--- src/rmce_regs.svh ---
`ifndef RMCE_REGS_SVH
`define RMCE_REGS_SVH

// Register indexes; byte address is four times the index
`define RMCE_IDX_AGC_CTL 4'h2
`define RMCE_IDX_GAIN_CTL 4'h4
`define RMCE_IDX_MODE 4'h6
`define RMCE_IDX_WORD1 4'h7
`define RMCE_IDX_WORD2 4'h8
`define RMCE_IDX_WORD3 4'h9

// Field positions
`define RMCE_MODE_LSB 3
`define RMCE_BUSY_BIT 0
`define RMCE_GAIN_UPDATE_BIT 7

// Mode codes
`define RMCE_MODE_LPF_TABLE 5'h06
`define RMCE_MODE_FREQ_CNT 5'h07
`define RMCE_MODE_CUSTOM_TC 5'h0A

// Gain command codes and range
`define RMCE_GCMD_DEC 2'h0
`define RMCE_GCMD_INC 2'h1
`define RMCE_GCMD_SET 2'h2
`define RMCE_GAIN_MAX 7'h63
`define RMCE_GAIN_POS_RST 7'h00

// First custom time constant slot, designators 1 to 3
`define RMCE_CUSTOM_TC_BASE 3'h5
`define RMCE_CUSTOM_DES_MAX 8'h03

// Reset values
`define RMCE_BYTE_RST 8'h00

// Timing
`define RMCE_CLK_MHZ 200
`define RMCE_GAIN_STEP_US 200
`define RMCE_GAIN_STEP_CYC (`RMCE_GAIN_STEP_US * `RMCE_CLK_MHZ)
`define RMCE_GAIN_SET_MS 40
`define RMCE_GAIN_SET_CYC (`RMCE_GAIN_SET_MS * 1000 * `RMCE_CLK_MHZ)
`define RMCE_FC_GATE_MS 1000
`define RMCE_FC_GATE_CYC (`RMCE_FC_GATE_MS * 1000 * `RMCE_CLK_MHZ)

`endif

--- src/rmce_pkg.sv ---
package rmce_pkg;

    typedef logic [7:0] rmce_byte_t;

    typedef enum logic [0:0] {
        RMCE_IDLE = 1'b0,
        RMCE_EXEC = 1'b1
    } rmce_eng_e;

    typedef enum logic [1:0] {
        RMCE_G_IDLE = 2'b00,
        RMCE_G_WAIT = 2'b01,
        RMCE_G_APPLY = 2'b11
    } rmce_gain_e;

    typedef struct packed {
        rmce_eng_e state;
        logic [4:0] op;
        rmce_byte_t arg;
        rmce_byte_t agc_ctl;
        rmce_byte_t gain_ctl;
        rmce_byte_t mode_ctl;
        rmce_byte_t cmd2;
        rmce_byte_t cmd3;
        rmce_byte_t res1;
        rmce_byte_t res2;
        rmce_byte_t res3;
        logic [2:0][15:0] tc_mult;
        logic [15:0] tc_out;
        logic [23:0] fc_cnt;
        logic [23:0] fc_latch;
        logic [31:0] gate_cnt;
        logic [31:0] prdata;
        logic gain_go;
    } rmce_top_s;

    typedef struct packed {
        rmce_gain_e state;
        logic [1:0] cmd;
        logic [6:0] target;
        logic [31:0] cnt;
        logic [6:0] pos;
        logic [6:0] level;
    } rmce_gain_s;

endpackage

--- src/rmce_gain_if.sv ---
`timescale 1ns/1ps
interface rmce_gain_if;
    logic go;
    logic [1:0] cmd;
    logic [6:0] target;
    logic busy;
    logic [6:0] pos;
    logic [6:0] level;

    modport ctl (output go, output cmd, output target,
                 input busy, input pos, input level);
    modport pot (input go, input cmd, input target,
                 output busy, output pos, output level);
endinterface

--- src/rmce_gain.sv ---
`timescale 1ns/1ps
`include "rmce_regs.svh"
module rmce_gain
    import rmce_pkg::*;
#(
    parameter int STEP_CYC = `RMCE_GAIN_STEP_CYC,
    parameter int SET_CYC = `RMCE_GAIN_SET_CYC
) (
    // Clock and reset
    input wire logic mclk_i,
    input wire logic rst_i,
    // Command side
    rmce_gain_if.pot g
);

    rmce_gain_s s;
    rmce_gain_s n;

    always_comb begin
        n = s;
        case (s.state)
            RMCE_G_IDLE: begin
                if (g.go) begin
                    n.state = RMCE_G_WAIT;
                    n.cmd = g.cmd;
                    n.target = g.target;
                    // Full-scale set and single step have own times
                    if (g.cmd == `RMCE_GCMD_SET) begin
                        n.cnt = 32'(SET_CYC - 1);
                    end else begin
                        n.cnt = 32'(STEP_CYC - 1);
                    end
                end
            end
            RMCE_G_WAIT: begin
                if (s.cnt == 32'h0) begin
                    n.state = RMCE_G_APPLY;
                end else begin
                    n.cnt = s.cnt - 32'h1;
                end
            end
            RMCE_G_APPLY: begin
                n.state = RMCE_G_IDLE;
                case (s.cmd)
                    `RMCE_GCMD_DEC: begin
                        if (s.pos != 7'h00) begin
                            n.pos = s.pos - 7'h01;
                        end
                    end
                    `RMCE_GCMD_INC: begin
                        if (s.pos < `RMCE_GAIN_MAX) begin
                            n.pos = s.pos + 7'h01;
                        end
                    end
                    `RMCE_GCMD_SET: begin
                        if (s.target > `RMCE_GAIN_MAX) begin
                            n.pos = `RMCE_GAIN_MAX;
                        end else begin
                            n.pos = s.target;
                        end
                    end
                    default: begin
                        n.pos = s.pos;
                    end
                endcase
            end
            default: begin
                n.state = RMCE_G_IDLE;
            end
        endcase
        // Lower position gives higher amplitude
        n.level = `RMCE_GAIN_MAX - n.pos;
    end

    always_ff @(posedge mclk_i) begin
        if (rst_i) begin
            s <= '{state: RMCE_G_IDLE, cmd: 2'h0, target: 7'h00,
                   cnt: 32'h0, pos: `RMCE_GAIN_POS_RST,
                   level: `RMCE_GAIN_MAX - `RMCE_GAIN_POS_RST};
        end else begin
            s <= n;
        end
    end

    assign g.busy = (s.state != RMCE_G_IDLE);
    assign g.pos = s.pos;
    assign g.level = s.level;

    pos_bound_a: assert property (@(posedge mclk_i) disable iff (rst_i)
        s.pos <= `RMCE_GAIN_MAX)
        else $error("gain position above top step");

    step_inc_a: assert property (@(posedge mclk_i) disable iff (rst_i)
        (s.state == RMCE_G_APPLY && s.cmd == `RMCE_GCMD_INC) |=>
        s.pos == (($past(s.pos) == `RMCE_GAIN_MAX) ? `RMCE_GAIN_MAX
                  : $past(s.pos) + 7'h01))
        else $error("increment step wrong");

    step_dec_a: assert property (@(posedge mclk_i) disable iff (rst_i)
        (s.state == RMCE_G_APPLY && s.cmd == `RMCE_GCMD_DEC
         && s.pos != 7'h00) |=> s.pos == $past(s.pos) - 7'h01)
        else $error("decrement step wrong");

    level_inv_a: assert property (@(posedge mclk_i) disable iff (rst_i)
        (s.level + s.pos) == `RMCE_GAIN_MAX)
        else $error("amplitude not inverse of position");

    go_busy_a: assert property (@(posedge mclk_i) disable iff (rst_i)
        (g.go && s.state == RMCE_G_IDLE) |=> g.busy [*2])
        else $error("busy not held after gain launch");

endmodule

--- src/rmce_top.sv ---
`timescale 1ns/1ps
`include "rmce_regs.svh"
// How it works
// - Mode 00110 selects filter corner table read
// - Word one write starts table lookup
// - Corner low, high in words two, three
// - Mode 00111 selects frequency counter read
// - Word one write captures frequency count
// - Count bytes low to high in words
// - Count refreshed once per second
// - Counter runs in every mode
// - Hundred gain positions, no readback
// - Gain code 0 decrements, 1 increments
// - Gain code 2 sets position from word
// - Step 200 us, set 40 ms, busy
// - Gain position saturates at 99
// - Lower position gives higher amplitude
// - Low three bits pick time constant
// - Three custom time constants via mode
module rmce_top
    import rmce_pkg::*;
#(
    parameter int GAIN_STEP_CYC = `RMCE_GAIN_STEP_CYC,
    parameter int GAIN_SET_CYC = `RMCE_GAIN_SET_CYC,
    parameter int FC_GATE_CYC = `RMCE_FC_GATE_CYC,
    parameter logic [15:0] LPF_BASE = 16'h0064,
    parameter logic [15:0] LPF_STEP = 16'h0064
) (
    // Clock and reset
    input wire logic mclk_i,
    input wire logic rst_i,
    // APB slave
    input wire logic psel_i,
    input wire logic penable_i,
    input wire logic pwrite_i,
    input wire logic [11:0] paddr_i,
    input wire logic [31:0] pwdata_i,
    input wire logic [3:0] pstrb_i,
    output logic [31:0] prdata_o,
    output logic pready_o,
    output logic pslverr_o,
    // AM signal cycle marker
    input wire logic am_edge_i,
    // Time constant selection
    output logic [2:0] dgl_tc_sel_o,
    output logic [2:0] discrete_agc_tc_sel_o,
    output logic [15:0] agc_tc_mult_o,
    // AM output gain
    output logic [6:0] am_gain_pos_o,
    output logic [6:0] am_level_o,
    // Status
    output logic busy_o
);

    rmce_top_s s;
    rmce_top_s n;

    rmce_gain_if gif ();

    rmce_gain #(
        .STEP_CYC(GAIN_STEP_CYC),
        .SET_CYC(GAIN_SET_CYC)
    ) u_gain (
        .mclk_i(mclk_i),
        .rst_i(rst_i),
        .g(gif.pot)
    );

    function automatic logic is_mapped(input logic [3:0] idx);
        case (idx)
            `RMCE_IDX_AGC_CTL,
            `RMCE_IDX_GAIN_CTL,
            `RMCE_IDX_MODE,
            `RMCE_IDX_WORD1,
            `RMCE_IDX_WORD2,
            `RMCE_IDX_WORD3: is_mapped = 1'b1;
            default: is_mapped = 1'b0;
        endcase
    endfunction

    function automatic logic [15:0] lpf_corner(input logic [4:0] idx);
        lpf_corner = 16'(LPF_BASE + LPF_STEP * {11'h000, idx});
    endfunction

    function automatic logic is_cmd_mode(input logic [4:0] m);
        is_cmd_mode = (m == `RMCE_MODE_LPF_TABLE) ||
                      (m == `RMCE_MODE_FREQ_CNT) ||
                      (m == `RMCE_MODE_CUSTOM_TC);
    endfunction

    logic [3:0] idx;
    logic mapped;
    logic wr;
    logic rd_setup;
    logic [4:0] mode;
    logic trig_ok;
    logic gain_trig;
    logic gate_tick;
    logic [1:0] slot;
    logic [15:0] mult_in;
    logic [7:0] status;

    assign idx = paddr_i[5:2];
    assign mapped = (paddr_i[11:6] == 6'h00) && (paddr_i[1:0] == 2'h0)
                    && is_mapped(paddr_i[5:2]);
    assign wr = psel_i && penable_i && pwrite_i && pstrb_i[0] && mapped;
    assign rd_setup = psel_i && !penable_i && !pwrite_i;
    assign mode = s.mode_ctl[7:`RMCE_MODE_LSB];
    assign trig_ok = wr && idx == `RMCE_IDX_WORD1 && !busy_o
                     && is_cmd_mode(mode);
    assign gain_trig = wr && idx == `RMCE_IDX_GAIN_CTL && !busy_o
                       && pwdata_i[`RMCE_GAIN_UPDATE_BIT];
    assign gate_tick = (s.gate_cnt == 32'h0);
    assign slot = 2'(s.arg - 8'h01);
    assign mult_in = ({s.cmd3, s.cmd2} == 16'h0000) ? 16'h0001
                     : {s.cmd3, s.cmd2};
    assign status = {s.mode_ctl[7:`RMCE_MODE_LSB], 2'b00, busy_o};

    always_comb begin
        n = s;
        n.gain_go = gain_trig;
        // Register writes
        if (wr) begin
            case (idx)
                `RMCE_IDX_AGC_CTL: n.agc_ctl = pwdata_i[7:0];
                `RMCE_IDX_GAIN_CTL: begin
                    // Update bit is never stored, taken or not; it reads back as zero
                    n.gain_ctl = {1'b0, pwdata_i[6:0]};
                end
                `RMCE_IDX_MODE: n.mode_ctl = pwdata_i[7:0];
                `RMCE_IDX_WORD2: n.cmd2 = pwdata_i[7:0];
                `RMCE_IDX_WORD3: n.cmd3 = pwdata_i[7:0];
                default: n.agc_ctl = s.agc_ctl;
            endcase
        end
        // Command engine
        case (s.state)
            RMCE_IDLE: begin
                if (trig_ok) begin
                    n.state = RMCE_EXEC;
                    n.op = mode;
                    n.arg = pwdata_i[7:0];
                end
            end
            RMCE_EXEC: begin
                n.state = RMCE_IDLE;
                case (s.op)
                    `RMCE_MODE_LPF_TABLE: begin
                        n.res1 = s.cmd2;
                        {n.res3, n.res2} = lpf_corner(s.cmd2[4:0]);
                    end
                    `RMCE_MODE_FREQ_CNT: begin
                        {n.res3, n.res2, n.res1} = s.fc_latch;
                    end
                    `RMCE_MODE_CUSTOM_TC: begin
                        if (s.arg != 8'h00 &&
                            s.arg <= `RMCE_CUSTOM_DES_MAX) begin
                            n.tc_mult[slot] = mult_in;
                        end
                    end
                    default: n.op = s.op;
                endcase
            end
            default: n.state = RMCE_IDLE;
        endcase
        // Free-running frequency counter, gated each second
        if (gate_tick) begin
            n.gate_cnt = 32'(FC_GATE_CYC - 1);
            n.fc_latch = s.fc_cnt;
            n.fc_cnt = am_edge_i ? 24'h000001 : 24'h000000;
        end else begin
            n.gate_cnt = s.gate_cnt - 32'h1;
            if (am_edge_i && s.fc_cnt != 24'hFFFFFF) begin
                n.fc_cnt = s.fc_cnt + 24'h000001;
            end
        end
        // Custom slots carry a programmed multiplier
        if (n.agc_ctl[2:0] >= `RMCE_CUSTOM_TC_BASE) begin
            n.tc_out = n.tc_mult[2'(n.agc_ctl[2:0] -
                                    `RMCE_CUSTOM_TC_BASE)];
        end else begin
            n.tc_out = 16'h0000;
        end
        // Read data captured in the setup phase
        if (rd_setup) begin
            n.prdata = 32'h0;
            if (mapped) begin
                case (idx)
                    `RMCE_IDX_AGC_CTL: n.prdata[7:0] = s.agc_ctl;
                    // Gain position has no readback
                    `RMCE_IDX_GAIN_CTL: n.prdata[7:0] = s.gain_ctl;
                    `RMCE_IDX_MODE: n.prdata[7:0] = status;
                    `RMCE_IDX_WORD1: n.prdata[7:0] = s.res1;
                    `RMCE_IDX_WORD2: n.prdata[7:0] = s.res2;
                    `RMCE_IDX_WORD3: n.prdata[7:0] = s.res3;
                    default: n.prdata = 32'h0;
                endcase
            end
        end
    end

    always_ff @(posedge mclk_i) begin
        if (rst_i) begin
            s <= '{state: RMCE_IDLE, op: 5'h00, arg: `RMCE_BYTE_RST,
                   agc_ctl: `RMCE_BYTE_RST, gain_ctl: `RMCE_BYTE_RST,
                   mode_ctl: `RMCE_BYTE_RST, cmd2: `RMCE_BYTE_RST,
                   cmd3: `RMCE_BYTE_RST, res1: `RMCE_BYTE_RST,
                   res2: `RMCE_BYTE_RST, res3: `RMCE_BYTE_RST,
                   tc_mult: '0, tc_out: 16'h0000, fc_cnt: 24'h000000,
                   fc_latch: 24'h000000, gate_cnt: 32'h0,
                   prdata: 32'h0, gain_go: 1'b0};
        end else begin
            s <= n;
        end
    end

    assign gif.go = s.gain_go;
    assign gif.cmd = s.gain_ctl[1:0];
    assign gif.target = s.cmd2[6:0];

    assign busy_o = (s.state != RMCE_IDLE) || s.gain_go || gif.busy;
    assign prdata_o = s.prdata;
    assign pready_o = 1'b1;
    assign pslverr_o = psel_i && penable_i && !mapped;

    assign dgl_tc_sel_o = s.agc_ctl[2:0];
    assign discrete_agc_tc_sel_o = s.agc_ctl[2:0];
    assign agc_tc_mult_o = s.tc_out;
    assign am_gain_pos_o = gif.pos;
    assign am_level_o = gif.level;

    busy_on_trig_a: assert property (@(posedge mclk_i)
        disable iff (rst_i) trig_ok |=> busy_o)
        else $error("busy missing after trigger");

    exec_once_a: assert property (@(posedge mclk_i) disable iff (rst_i)
        (s.state == RMCE_EXEC && !s.gain_go && !gif.busy) |=>
        !busy_o || $past(gain_trig))
        else $error("busy stuck after command");

    lpf_result_a: assert property (@(posedge mclk_i) disable iff (rst_i)
        (s.state == RMCE_EXEC && s.op == `RMCE_MODE_LPF_TABLE) |=>
        (s.res1 == $past(s.cmd2)) &&
        ({s.res3, s.res2} == lpf_corner($past(s.cmd2[4:0]))))
        else $error("table result wrong");

    fc_result_a: assert property (@(posedge mclk_i) disable iff (rst_i)
        (s.state == RMCE_EXEC && s.op == `RMCE_MODE_FREQ_CNT) |=>
        {s.res3, s.res2, s.res1} == $past(s.fc_latch))
        else $error("frequency result wrong");

    fc_gate_a: assert property (@(posedge mclk_i) disable iff (rst_i)
        gate_tick |=> (s.fc_latch == $past(s.fc_cnt)) &&
        (s.gate_cnt == 32'(FC_GATE_CYC - 1)))
        else $error("frequency gate wrong");

    fc_count_a: assert property (@(posedge mclk_i) disable iff (rst_i)
        (am_edge_i && !gate_tick && s.fc_cnt != 24'hFFFFFF) |=>
        s.fc_cnt == $past(s.fc_cnt) + 24'h000001)
        else $error("frequency edge not counted");

    tc_sel_a: assert property (@(posedge mclk_i) disable iff (rst_i)
        (wr && idx == `RMCE_IDX_AGC_CTL) |=>
        (dgl_tc_sel_o == $past(pwdata_i[2:0])) &&
        (discrete_agc_tc_sel_o == dgl_tc_sel_o))
        else $error("time constant select wrong");

    tc_prog_a: assert property (@(posedge mclk_i) disable iff (rst_i)
        (s.state == RMCE_EXEC && s.op == `RMCE_MODE_CUSTOM_TC &&
         s.arg == 8'h01) |=> s.tc_mult[0] == $past(mult_in))
        else $error("custom time constant not stored");

    mode_mirror_a: assert property (@(posedge mclk_i)
        disable iff (rst_i) (rd_setup && mapped && idx == `RMCE_IDX_MODE)
        |=> prdata_o[7:0] == {$past(mode), 2'b00, $past(busy_o)})
        else $error("mode status not mirrored");

    exec_short_a: assert property (@(posedge mclk_i) disable iff (rst_i)
        s.state == RMCE_EXEC |=>
        s.state == RMCE_IDLE)
        else $error("command held in execute");

    op_latch_a: assert property (@(posedge mclk_i) disable iff (rst_i)
        trig_ok |=>
        (s.op == $past(mode)) && (s.arg == $past(pwdata_i[7:0])))
        else $error("command code not taken");

    bad_mode_a: assert property (@(posedge mclk_i) disable iff (rst_i)
        (wr && idx == `RMCE_IDX_WORD1 && !is_cmd_mode(mode)) |=>
        s.state == RMCE_IDLE)
        else $error("trigger in foreign mode taken");

    gain_take_a: assert property (@(posedge mclk_i) disable iff (rst_i)
        gain_trig |=>
        gif.go && (gif.cmd == $past(pwdata_i[1:0])))
        else $error("gain command not launched");

    gain_hold_a: assert property (@(posedge mclk_i) disable iff (rst_i)
        (wr && idx == `RMCE_IDX_GAIN_CTL && busy_o) |=>
        !gif.go)
        else $error("gain update taken while busy");

    res_hold_a: assert property (@(posedge mclk_i) disable iff (rst_i)
        !busy_o |=>
        $stable({s.res3, s.res2, s.res1}))
        else $error("results changed while idle");

    tc_fixed_a: assert property (@(posedge mclk_i) disable iff (rst_i)
        s.agc_ctl[2:0] < `RMCE_CUSTOM_TC_BASE |->
        agc_tc_mult_o == 16'h0000)
        else $error("fixed slot shows a multiplier");

    tc_pick_a: assert property (@(posedge mclk_i) disable iff (rst_i)
        s.agc_ctl[2:0] >= `RMCE_CUSTOM_TC_BASE |-> agc_tc_mult_o ==
        s.tc_mult[2'(s.agc_ctl[2:0] - `RMCE_CUSTOM_TC_BASE)])
        else $error("custom slot multiplier wrong");

    tc_nonzero_a: assert property (@(posedge mclk_i) disable iff (rst_i)
        (s.state == RMCE_EXEC && s.op == `RMCE_MODE_CUSTOM_TC &&
         s.arg != 8'h00 && s.arg <= `RMCE_CUSTOM_DES_MAX) |=>
        s.tc_mult[$past(slot)] != 16'h0000)
        else $error("zero multiplier stored");

    tc_keep_a: assert property (@(posedge mclk_i) disable iff (rst_i)
        (s.state == RMCE_EXEC && s.op == `RMCE_MODE_CUSTOM_TC &&
         (s.arg == 8'h00 || s.arg > `RMCE_CUSTOM_DES_MAX)) |=>
        s.tc_mult == $past(s.tc_mult))
        else $error("bad designator changed a slot");

    gate_step_a: assert property (@(posedge mclk_i) disable iff (rst_i)
        !gate_tick |=>
        s.gate_cnt == $past(s.gate_cnt) - 32'h1)
        else $error("gate counter skipped");

    gain_read_a: assert property (@(posedge mclk_i) disable iff (rst_i)
        (rd_setup && mapped && idx == `RMCE_IDX_GAIN_CTL) |=>
        prdata_o == {24'h000000, $past(s.gain_ctl)})
        else $error("gain register read wrong");

endmodule
--- config.mk ---
export PLATFORM = sky130hd
export DESIGN_NAME = rmce_top
export DESIGN_NICKNAME = d
export VERILOG_FILES = /design/src/rmce_pkg.sv /design/src/rmce_gain_if.sv /design/src/rmce_gain.sv /design/src/rmce_top.sv
export VERILOG_INCLUDE_DIRS = /design/src
export SDC_FILE = /design/constraint.sdc
export NUM_CORES = 1
export LEC_CHECK = 0
export BUFFER_PORTS_ARGS = -buffer_cell sky130_fd_sc_hd__buf_4
export CAP_MARGIN = 20
export CORE_MARGIN = 3
export CORE_UTILIZATION = 50
export DETAILED_ROUTE_END_ITERATION = 12
export HOLD_SLACK_MARGIN = 0.03
export PLACE_DENSITY = 0.69
export SLEW_MARGIN = 10
export SYNTH_ARGS = -nofsm -noshare
export SYNTH_HDL_FRONTEND = slang
export SYNTH_SLANG_ARGS = --single-unit
--- constraint.sdc ---
create_clock -name mclk_i -period 6.6 [get_ports mclk_i]
set_input_delay 0.99 -clock mclk_i [delete_from_list [all_inputs] [get_ports mclk_i]]
set_output_delay 0.99 -clock mclk_i [all_outputs]
set_load 0.005 [all_outputs]
Word-level counts from Yosys, hierarchy flattened. Cells that the tools add are included.

Register bits: 311. Output and inout bits: 71. Word-level logic and storage cells: 158. Input bits: 54.

Multiply operators: 1. Bitwise gates (word level): 2. Add/subtract/negate cells: 9. Equality and inequality tests: 22. Magnitude comparators: 7. Mux-type cells: 36. Reductions and logical operators: 53.

Operator list (count): two-way mux 48 bit (3); logical NOT 32 bit (2); case mux 32 bit (2 select lines) (1); subtractor 32 x 1 -> 32 bit, second input constant (2); bitwise mux 48 bit (1); two-way mux 16 bit (3); two-way mux 24 bit (2); case mux 24 bit (2 select lines) (1); case mux 8 bit (6 select lines) (1); two-way mux 43 bit (1); two-way mux 35 bit (1); two-way mux 7 bit (5); binary-select mux 16 bit (select 2 bit) (1); demux 16 bit (select 2 bit) (1); two-way mux 32 bit (1); two-way mux 8 bit (4); two-way mux 28 bit (1); adder 24 x 1 -> 24 bit, second input constant (1); != test 24 bit, second input constant (1); two-way mux 23 bit (1); case mux 7 bit (3 select lines) (1); equality test 5 x 3 -> 1 bit, second input constant (4); AND reduction 2 bit (10); logical AND 1 bit (18); other kinds (38) (63).

Depth between registers and ports, before layout. Gate-level depths: netlist of run 1.

Depth in word-level cells: 11. Mapped depth: 13. Gate-level depth less buffers: 11.

Cells and area by module. Synthesis of run 1 repeated with hierarchy kept, for this count alone.

Cells, all modules: 1591. Area, all modules: 13539.2 um^2.

Modules (own cells, without submodules): rmce_top (cells each 1162, times used 1, area each 10274.9 um^2, seq. area each 4544.4 um^2); rmce_gain (cells each 429, times used 1, area each 3264.4 um^2, seq. area each 1121.1 um^2).

Least setup slack after synthesis of run 1. Ideal clock, no wire load.

Path kind: input-to-reg. Start: input paddr_i[2]. End: register s (netlist bit agc_tc_mult_o[10]). Buffers on the path: 4. Stages on the path: 13. Slack: 2.749 ns. Library setup time: 0.132 ns. Arrival: 3.719 ns. Data required time: 6.468 ns. Cell sequence: clkbuf_1 > nor4b_4 > nand4_1 > buf_2 > mux2i_4 > inv_1 > clkbuf_1 > ha_1 > o311ai_0 > o21ai_0 > nand2_1 > clkbuf_1 > nor3_1.

RTL lines: from (decl) (line rmce_top.sv:36) `input wire logic [11:0] paddr_i,`; to (signal assigned) (line rmce_top.sv:204) `` s <= '{state: RMCE_IDLE, op: 5'h00, arg: `RMCE_BYTE_RST, ``; to (signal assigned) (line rmce_top.sv:213) `s <= n;`; to (decl) (line rmce_top.sv:55) `rmce_top_s s;`.

Final worst setup path of run 1.
Start: input paddr_i[2]. End: register s (netlist bit agc_tc_mult_o[3]).

Cells in the longest elaborated chain, start to end: 9. Elaborated cells between the ends (all ways): 18. Those cells by class: add/sub (1); order compare (1); eq/ne (6); mux (5); bitwise (1); reduce/logical (4).

Ends and longest elaborated chain: equality test 4 x 3 -> 1 bit (tied with other cells) (line rmce_top.sv:70) `case (idx)`; OR reduction 6 bit (line rmce_top.sv:70); two-way mux 1 bit (line rmce_top.sv:70); logical AND 1 bit (line rmce_top.sv:105) `&& is_mapped(paddr_i[5:2]);`; logical AND 1 bit (line rmce_top.sv:106) `assign wr = psel_i && penable_i && pwrite_i && pstrb_i[0] && mapped;`; two-way mux 35 bit (*) (line rmce_top.sv:123) `if (wr) begin`; subtractor 2 x 1 -> 2 bit (no line) or greater-or-equal comparator 3 bit (tied branches); binary-select mux 16 bit (select 2 bit) or NOT 1 bit (tied branches); two-way mux 16 bit or OR reduction 2 bit (tied branches).

Mark *: on every way between the ends. The rest lies on a longest branch, timed or not. The select of a mux whose other input is x is not followed. A chain may end at the register's enable or synchronous reset.

==> results.json, run 1 <==
{
  "status": "complete, no violations",
  "p_leak_nw": 5.87,
  "cts_resized": 0,
  "path_clk_slew_ns": 0.06,
  "avgSynthCellArea_sq_um": 8.42,
  "synth.top_cell.area_share_pct": 42.0,
  "seq_area_frac_synth_pct": 42.0,
  "synthTopCellsByArea": "dfxtp_1 (42%), mux2i_1 (6.7%), nor2_1 (5.7%)",
  "power_density_nw_per_um2": 282,
  "row_count": 59,
  "grt_overflow_total": 0,
  "diodes": 0,
  "drt_iter0_drc": 913,
  "place_inst": 1894,
  "async_flop_share_pct": 0,
  "tns_ns": 0,
  "hold_viol": 0,
  "grt_pass1_vias": 10500,
  "grt_max_degree": 109,
  "fin_crit_sh_pct": 70.0,
  "drc": 0,
  "via_per_inst": 5.69,
  "ys_warn_count": 0,
  "post-route-min-period_ns": 4.62,
  "worstPathRequired_ns": 7.07,
  "synth-edff-count": 0,
  "fin_skew_ns": 0.0111,
  "dieHeight_um": 170,
  "root_buffer": "clkbuf_16",
  "synth_cell_types": 77,
  "vdd_ir_drop_max_v": 0.000308,
  "slew_violations": 0,
  "cts_setup_buffers": 0,
  "netSwitchingFraction_pct": 27.2,
  "rsz0062_at_grt": "false",
  "fin_nets": 1672,
  "final_core_util_pct": 56.4,
  "max_clock_freq_ghz": 0.216,
  "antenna_found_initial": 0,
  "hold_buffers": 0,
  "drt_pass1_iterations": 6,
  "drv_cap": 0,
  "routabilityCongestion": 0.891,
  "cp-end-kind": "flip-flop",
  "cts_tree": "yes",
  "portBuffers": 72,
  "drive_gt1_share_pct": 10.0,
  "avgRoutedWirePerCell_um": 16.6,
  "syn_inst": 1604,
  "htree_num_levels": 1,
  "area_growth_pct": 9.84,
  "yosysTopAreaCell": "dfxtp_1",
  "numCtsBuffers": 30,
  "start_kind": "input pin",
  "path_max_fanout": 28,
  "ys_ff_latch": 283,
  "relSlewSlack_pct": 27.1,
  "tightest_slew_ns": 1.09,
  "internal-power_mw": 3.04,
  "grt_pass1_wl_um": 53200,
  "num_vias": 11100,
  "stdcell_count": 1950,
  "hpwl_um": 21800,
  "netlist_area_sq_um": 13500,
  "clk_latency_ns": 0.55,
  "clk_path_buf_depth": 3,
  "routed_wl_um": 32400,
  "critical_path_arrival_ns": 5.09,
  "cts.sinks": 283,
  "antenna_left": 0,
  "start_util_pct": 51.4,
  "hold_class": "flip-flop to flip-flop",
  "setup_viol": 0,
  "grt_use_total_pct": 21.9,
  "pin_count": 125,
  "seqPwrFrac_pct": 45.0,
  "die_w_um": 170,
  "combPwrFrac_pct": 14.9,
  "core_sq_um": 26300,
  "p_clk_share_pct": 40.2,
  "power_switching_mw": 1.14,
  "dieArea_sq_um": 29000,
  "ys.flop_type": "dfxtp_1",
  "crit_type": "input pin to flip-flop"
}
-- cells in the mapped netlist (6+ instances only) --
master and number:
or4_1 9, buf_2 10, inv_1 22, nand4_1 20
nand3b_1 7, o22ai_1 12, o21a_1 12, ha_1 24
a211oi_1 7, dfxtp_1 283, nand3_1 34, nand2_1 197
a31oi_1 8, nand2b_1 15, o21ai_0 39, and2_1 11
nor3_1 65, a21oi_1 133, mux2i_1 90, nor4_1 25
clkbuf_1 70, buf_4 69, nor2_1 206, nor4b_1 9
a221oi_1 8, xor2_1 28, or3_1 24, o221ai_1 6
xnor2_1 42, nor3b_1 8, or2_2 9, a22oi_1 8
-- worst max-delay path: stages --
cell     delay, ns
buf_4         0.19
nor4b_4       0.58
nand4_1       0.15
buf_4         0.23
mux2i_4       0.71
inv_1         0.52
ha_1          1.04
nand2_1       0.25
o22a_1        0.27
a21oi_1       0.12
-- per-stage QoR --
step                      cell area [sq um]  hold WS (ns)  setup slack, ns  power (mW)
final                                 14800         0.452             1.98        4.18
after global routing                  14800         0.472             1.67        4.38
after CTS                             14800         0.452             2.06        4.21
after detailed placement              13800         0.444             1.50        2.53
after global placement                13800         0.438             1.57        2.51
after floorplan                       13600         0.429             2.75        2.41
-- cell type report --
class	instances	area [sq um]
multi-input cells	1171	7000
clock buffers	45	887
clock inverters	9	111
repair buffers	85	662
well taps	335	419
flip-flops and latches	283	5670
inverters	22	82.6
fillers	2422	11500
-- sequential cells by signal (all words and copies together), names as in the netlist --
signal / cells
u_gain.g.level: 7
gif.go: 1
u_gain.s: 43
u_gain.g.pos: 6
gif.target: 7
mode: 5
gif.cmd: 2
agc_tc_mult_o: 16
s: 185
prdata_o: 8
dgl_tc_sel_o: 3
-- power by group through the flow --
stage	Clock (mW)	Combinational (mW)	Sequential (mW)
2_1_floorplan	0	0.510	1.90
3_3_place_gp	0	0.596	1.91
3_5_place_dp	0	0.614	1.91
4_1_cts	1.72	0.618	1.88
5_1_grt	1.79	0.703	1.89
6_report	1.68	0.621	1.88
-- layout by cell type (no fill, tap or decap), drive strengths merged, types with 8 or more instances in the layout --
cell type and n:
nor3b 8, nor2 207, conb 25, or4 9, or3 24, dfxtp 283, nor4b 10, and2 11
a22oi 8, or2 9, buf 85, o21ai 44, xnor2 42, inv 22, a21oi 133, nand4 20
nor3 66, nand2b 15, nand2 197, a31oi 8, nand3 35, nor4 30, xor2 28, clkbuf 45
mux2i 91, o21a 12, a221oi 8, ha 24, o22ai 12
-- worst paths after layout --
check	depth (start not counted)	endpoint	startpoint	slack (ns)
min	2	s[246]$_SDFFE_PP0P_	s[246]$_SDFFE_PP0P_	0.45
min reg2reg	2	s[246]$_SDFFE_PP0P_	s[246]$_SDFFE_PP0P_	0.45
max	10	agc_tc_mult_o[3]$_SDFF_PP0_	paddr_i[2]	1.98
max reg2reg	6	agc_tc_mult_o[3]$_SDFF_PP0_	dgl_tc_sel_o[0]$_SDFF_PP0_	3.17
-- logic make-up after synthesis --
family                   Yosys count  share of synthesized area (%)
buffers and inverters            173                           6.82
multiplexers                      96                           7.26
flip-flops                       283                           42.0
AND/OR/NAND/NOR                  675                           24.4
adder cells (fa/ha/maj)           25                           2.37
other                              2                         0.0556
AO/OA/AOI/OAI                    280                           12.6
XOR/XNOR                          70                           4.54
-- per-layer routing --
metal / GRT usage [%] / share of wire [%] / vias up
met4: 6.49 / 2.6 / 0
li1: - / - / 5498
met5: 0 / 0 / -
met1: 28.6 / 45 / 5271
met3: 3.11 / 4.3 / 60
met2: 37.9 / 48 / 269
Power figures use the tool's default switching activity.
==> run 2, diff against run 1 <==
--- a/config.mk
+++ b/config.mk
@@ -6,13 +6,14 @@
 export SDC_FILE = /design/constraint.sdc
 export NUM_CORES = 1
 export LEC_CHECK = 0
+export ABC_AREA = 1
 export BUFFER_PORTS_ARGS = -buffer_cell sky130_fd_sc_hd__buf_4
 export CAP_MARGIN = 20
 export CORE_MARGIN = 3
 export CORE_UTILIZATION = 50
 export DETAILED_ROUTE_END_ITERATION = 12
 export HOLD_SLACK_MARGIN = 0.03
-export PLACE_DENSITY = 0.69
+export PLACE_DENSITY = 0.71
 export SLEW_MARGIN = 10
 export SYNTH_ARGS = -nofsm -noshare
 export SYNTH_HDL_FRONTEND = slang
==> constraint.sdc (replaced) <==
create_clock -name mclk_i -period 3.8 [get_ports mclk_i]
set_input_delay 0.57 -clock mclk_i [delete_from_list [all_inputs] [get_ports mclk_i]]
set_output_delay 0.57 -clock mclk_i [all_outputs]
set_load 0.005 [all_outputs]
==> run 2 against run 1 <==
Net effect: via count rose by 19%; final cell count rose by 29%; hold slack got worse by 0.12 ns; critical path depth did not move; cell area rose by 6.9%; setup slack got worse by 1.1 ns; clock power rose by 86%; flip-flop and latch count did not move; wire length rose by 13%; clock-buffer cell count fell by 7; critical endpoint is now s[178]$_SDFFE_PP0P_.
==> results.json, run 2 <==
{
  "fin_nets": 2190,
  "max_clock_freq_ghz": 0.340,
  "dieHeight_um": 176,
  "vdd_ir_drop_max_v": 0.000487,
  "drc": 0,
  "portBuffers": 72,
  "syn_inst": 2109,
  "hold_viol": 0,
  "area_growth_pct": 9.77,
  "drt_iter0_drc": 954,
  "grt_max_degree": 68,
  "tightest_slew_ns": 0.953,
  "ys_ff_latch": 283,
  "critical_path_arrival_ns": 3.42,
  "ys.flop_type": "dfxtp_1",
  "die_w_um": 176,
  "critPathMaxStageDelay_ns": 0.52,
  "relSlewSlack_pct": 36.4,
  "startpoint": "gif.target[1]$_SDFFE_PP0P_",
  "drv_cap": 0,
  "synth-edff-count": 0,
  "antenna_left": 0,
  "crit_top_cell": "ha_1",
  "synth_top_family_by_area": "simple AND/OR/NAND/NOR gates",
  "stdcell_count": 2515,
  "root_buffer": "clkbuf_16",
  "drive_gt1_share_pct": 8.71,
  "synth_fa_ha_area_share_pct": 2.22,
  "async_flop_share_pct": 0,
  "cts_tree": "yes",
  "hold_buffers": 0,
  "timing.rr.start": "gif.target[1]$_SDFFE_PP0P_",
  "synth.top_cell.area_share_pct": 39.2,
  "finalPower_mw": 7.69,
  "routabilityCongestion": 0.919,
  "whs_ns": 0.335,
  "muxShareOfSynthArea_pct": 0,
  "tns_ns": 0,
  "registers.top_by_ff_count": "s",
  "cts_setup_buffers": 0,
  "htree_num_levels": 1,
  "num_vias": 13200,
  "cp-end-kind": "flip-flop",
  "crit_type": "flip-flop to flip-flop",
  "start_util_pct": 51.4,
  "netlist_area_sq_um": 14400,
  "yosys.area_share.xor_xnor_pct": 2.73,
  "clk_latency_ns": 0.57,
  "clk_path_buf_depth": 3,
  "setup_viol": 0,
  "grt_pass1_wl_um": 60700,
  "synth_cell_types": 56,
  "drt_pass1_iterations": 6,
  "path_clk_slew_ns": 0.06,
  "hpwl_um": 26100,
  "fin_crit_sh_pct": 77.5,
  "yosys-top-cells-count": "nand2_1 (437), nor2_1 (286), dfxtp_1 (283)",
  "ys_warn_count": 0,
  "worstPathRequired_ns": 4.28,
  "rsz0062_at_grt": "false",
  "yosys.cell_count.top_type": "nand2_1",
  "yosysTopAreaCell": "dfxtp_1",
  "numCtsBuffers": 31,
  "slew_violations": 0,
  "routed_wl_um": 36800,
  "cts_resized": 0,
  "avgRoutedWirePerCell_um": 14.6,
  "grt_pass1_vias": 12400,
  "row_count": 61,
  "crit_slowest_cell": "dfxtp_1",
  "cts.sinks": 283,
  "synthTopCellsByArea": "dfxtp_1 (39%), nand2_1 (11%), nor2_1 (7.4%)",
  "largest_register_ffs": 185,
  "path_max_fanout": 6,
  "pin_count": 125,
  "avgSynthCellArea_sq_um": 6.85,
  "synth-compound-area-share_pct": 14.7,
  "layout_commonest_cell": "nand2_1",
  "hp-start": "pwdata_i[7]",
  "status": "complete, no violations",
  "core_sq_um": 28100,
  "start_kind": "flip-flop",
  "grt_use_total_pct": 23.4,
  "dieArea_sq_um": 30900,
  "place_inst": 2456,
  "p_leak_nw": 6.82,
  "power_density_nw_per_um2": 485,
  "synth-simple-area-share_pct": 28.6,
  "fin_skew_ns": 0.0314,
  "final_cell_mix": "nand2_1 (437), nor2_1 (286), dfxtp_1 (283)",
  "antenna_found_initial": 2,
  "fillCellCount": 2776,
  "grt_overflow_total": 0,
  "post-route-min-period_ns": 2.94,
  "path_cells": "ha_1, ha_1, ha_1, fa_1, xor2_1, nand3_1, and2_1, o21ai_0, o21ai_0, a21oi_1",
  "seq_area_frac_synth_pct": 39.2,
  "via_per_inst": 5.24,
  "hold_class": "input pin to flip-flop"
}
run 2: changes by cell type in the layout (fill, tap and decap cells not counted), moves of 18 or more:
cell,previous run,this run
nand3_1,34,129
xnor2_1,42,15
nor2_1,206,286
nor3_1,65,29
a21oi_1,133,183
or3_1,24,0
nor4_1,25,7
mux2i_1,90,0
inv_1,22,242
o21ai_0,39,153
nand2_1,197,437
run 2: critical path, delay by kind of cell, from the launching register on:
family | cells | cell delay (ns)
xor+xnor | 1 | 0.29
fa+ha+maj | 4 | 1.22
compound gates | 3 | 0.50
flops | 1 | 0.52
simple gates | 2 | 0.32
run 2: routing by layer:
layer	part of all wire [%]	GRT usage (%)	wire [um]	vias up
li1	-	-	-	6714
met1	45	30.9	16400	6052
met2	47	39.6	17200	337
met3	5.0	3.03	1850	81
met4	3.5	8.12	1280	2
met5	0.054	0	20	-
run 2: where the power goes:
part           total [mW]  switching [mW]  internal, mW
Clock                3.13            1.23          1.90
Sequential           3.27           0.126          3.14
Combinational        1.29           0.863         0.427
Total                7.69            2.22          5.47
run 2: worst paths after layout:
kind | cells past startpoint | slack, ns | end
max | 10 | 0.86 | s[178]$_SDFFE_PP0P_
min | 3 | 0.34 | s[248]$_SDFFE_PP0P_
max reg2reg | 10 | 0.86 | s[178]$_SDFFE_PP0P_
min reg2reg | 1 | 0.43 | s[33]$_SDFF_PP0_
run 2: stage by stage:
| step | util (%) | cell area, sq um | setup WS, ns |
|---|---|---|---|
| after floorplan | - | 14500 | 1.12 |
| after CTS | 56.4 | 15800 | 0.894 |
| after global placement | 52.6 | 14800 | 0.777 |
| after detailed placement | 52.6 | 14800 | 0.738 |
| final | 56.4 | 15800 | 0.856 |
| after global routing | 56.4 | 15800 | 0.676 |
run 2: cells by family after synthesis:
family	count (synthesis)
other cells	2
fa+ha+maj	25
simple gates	963
xor+xnor	45
buf+inv	392
compound gates	399
flops	283
run 2: final cells by class:
class | count | area (sq um) | area share (%)
inverter | 258 | 971 | 6.13
clock buffer | 38 | 832 | 5.25
antenna | 1 | 2.50 | 0.0158
sequential | 283 | 5670 | 35.8
multi-input combinational | 1457 | 7060 | 44.6
timing repair buffer | 80 | 601 | 3.79
clock inverter | 20 | 241 | 1.52
tap | 378 | 473 | 2.98
==> run 3, diff against run 2 <==
--- a/config.mk
+++ b/config.mk
@@ -13,7 +13,7 @@
 export CORE_UTILIZATION = 50
 export DETAILED_ROUTE_END_ITERATION = 12
 export HOLD_SLACK_MARGIN = 0.03
-export PLACE_DENSITY = 0.71
+export PLACE_DENSITY = 0.69
 export SLEW_MARGIN = 10
 export SYNTH_ARGS = -nofsm -noshare
 export SYNTH_HDL_FRONTEND = slang
==> constraint.sdc (replaced) <==
create_clock -name mclk_i -period 2.8 [get_ports mclk_i]
set_input_delay 0.42 -clock mclk_i [delete_from_list [all_inputs] [get_ports mclk_i]]
set_output_delay 0.42 -clock mclk_i [all_outputs]
set_load 0.005 [all_outputs]
==> run 3 against run 2 <==
Net effect: die area unchanged; sequential power increased by 35%; global-route usage rose by 0.31 points; clock-buffer cell count is the same; first-iteration DRC count increased by 22%; power increased by 39%; clock power rose by 43%; hold slack worse by 0.21 ns; largest power group is now clock; highest routed layer unchanged.
==> results.json, run 3 (synthesis results as in run 2) <==
{
  "hold_viol": 0,
  "tightest_slew_ns": 0.732,
  "relSlewSlack_pct": 51.2,
  "fin_skew_ns": 0.0271,
  "whs_ns": 0.125,
  "diodes": 0,
  "row_count": 61,
  "routed_wl_um": 37300,
  "crit_path_end": "s[181]$_SDFFE_PP0P_",
  "layout_commonest_cell": "nand2_1",
  "drc": 0,
  "start_util_pct": 51.4,
  "p_leak_nw": 7.00,
  "timing.rr.start": "gif.target[2]$_SDFFE_PP0P_",
  "drt_iter0_drc": 1165,
  "fin_crit_sh_pct": 92.8,
  "fin_nets": 2219,
  "hold_buffers": 0,
  "via_per_inst": 5.29,
  "grt_pass1_wl_um": 61700,
  "final_cell_mix": "nand2_1 (437), nor2_1 (285), dfxtp_1 (282)",
  "registers.top_by_ff_count": "s",
  "path_clk_slew_ns": 0.07,
  "path_max_fanout": 5,
  "crit_type": "flip-flop to flip-flop",
  "dieHeight_um": 176,
  "drive_gt1_share_pct": 10.2,
  "max_clock_freq_ghz": 0.385,
  "clk_latency_ns": 0.58,
  "core_sq_um": 28100,
  "regToRegSetupSlack_ns": 0.20,
  "rsz0062_at_grt": "false",
  "vdd_ir_drop_max_v": 0.000591,
  "grt_max_degree": 68,
  "setup_viol": 0,
  "slew_violations": 0,
  "clk_path_buf_depth": 3,
  "numCtsBuffers": 31,
  "grt_use_total_pct": 23.7,
  "drv_cap": 0,
  "worstPathRequired_ns": 3.30,
  "area_growth_pct": 12.0,
  "start_kind": "flip-flop",
  "grt_overflow_total": 0,
  "cts.sinks": 283,
  "antenna_found_initial": 1,
  "num_vias": 13500,
  "portBuffers": 72,
  "grt_pass1_vias": 12500,
  "cp-end-kind": "flip-flop",
  "final_core_util_pct": 57.5,
  "largest_register_ffs": 185,
  "root_buffer": "clkbuf_16",
  "htree_num_levels": 1,
  "hold_class": "input pin to flip-flop",
  "power_density_nw_per_um2": 661,
  "dieArea_sq_um": 30900,
  "critical_path_arrival_ns": 3.10,
  "hpwl_um": 26700,
  "die_w_um": 176,
  "worst_r2r_path_depth": 13,
  "drt_pass1_iterations": 7,
  "avgRoutedWirePerCell_um": 14.7,
  "tns_ns": 0,
  "antenna_left": 0,
  "cts_tree": "yes",
  "startpoint": "gif.target[2]$_SDFFE_PP0P_",
  "routabilityCongestion": 0.910,
  "fillCellCount": 2669,
  "status": "complete, no violations",
  "pin_count": 125,
  "post-route-min-period_ns": 2.60,
  "worst_r2r_endpoint": "s[181]$_SDFFE_PP0P_"
}
run 3: how the worst min path moves through the flow:
stage	startpoint	to	cells after the start
6_report	pwdata_i[7]	gif.go$_SDFF_PP0_	3
3_5_place_dp	s[33]$_SDFF_PP0_	s[33]$_SDFF_PP0_	1
5_1_grt	pwdata_i[7]	gif.go$_SDFF_PP0_	3
3_3_place_gp	s[33]$_SDFF_PP0_	s[33]$_SDFF_PP0_	1
2_1_floorplan	s[33]$_SDFF_PP0_	s[33]$_SDFF_PP0_	1
4_1_cts	pwdata_i[7]	gif.go$_SDFF_PP0_	3
run 3: critical path, stage by stage (launching register included):
cell and delay [ns]:
dfxtp_2 0.39, inv_1 0.15, ha_1 0.33, ha_1 0.28, ha_1 0.37, nand3_1 0.13
nand3_1 0.08, nand2_1 0.08, nand2_1 0.11, nor3_2 0.25, nand3_1 0.11, nor2_1 0.11
nor2_1 0.05, nor2_1 0.10
run 3: per-layer routing:
metal  vias to the layer above  wire length, um  GRT usage (%)  part of all wire, %
li1                       6781                -              -                    -
met1                      6195            16700           31.2                   45
met2                       403            17300           40.2                   46
met3                        79             2120           3.13                  5.7
met4                         2             1290           8.22                  3.4
met5                         -               17              0                0.046
run 3: area by class of cell:
cell class | count | area, sq um | share of cell area, %
timing repair buffer | 109 | 843 | 5.22
clock buffer | 38 | 832 | 5.15
tap | 378 | 473 | 2.93
clock inverter | 20 | 299 | 1.85
inverter | 258 | 971 | 6.01
sequential | 283 | 5670 | 35.1
multi-input combinational | 1457 | 7080 | 43.8
run 3: timing repair:
action                     4_1_cts  5_1_grt
gates resized for setup          0        5
setup endpoints to repair        0        4
setup buffers                    0        1
run 3: power by group:
group | total [mW] | internal (mW) | switching [mW]
Sequential | 4.43 | 4.27 | 0.166
Combinational | 1.77 | 0.605 | 1.16
Clock | 4.48 | 2.76 | 1.71
Total | 10.7 | 7.64 | 3.04
run 3: stage by stage:
| stage | instances | setup slack [ns] | total power, mW | area, sq um |
|---|---|---|---|---|
| finish | 2543 | 0.200 | 10.7 | 16200 |
| global route | 2543 | 0.0141 | 11.2 | 16200 |
| CTS | 2542 | 0.110 | 10.8 | 16100 |
| detailed placement | 2484 | 0.111 | 6.29 | 15000 |
| global placement | 2484 | 0.154 | 6.24 | 15000 |
| floorplan | 2132 | 0.266 | 5.88 | 14500 |
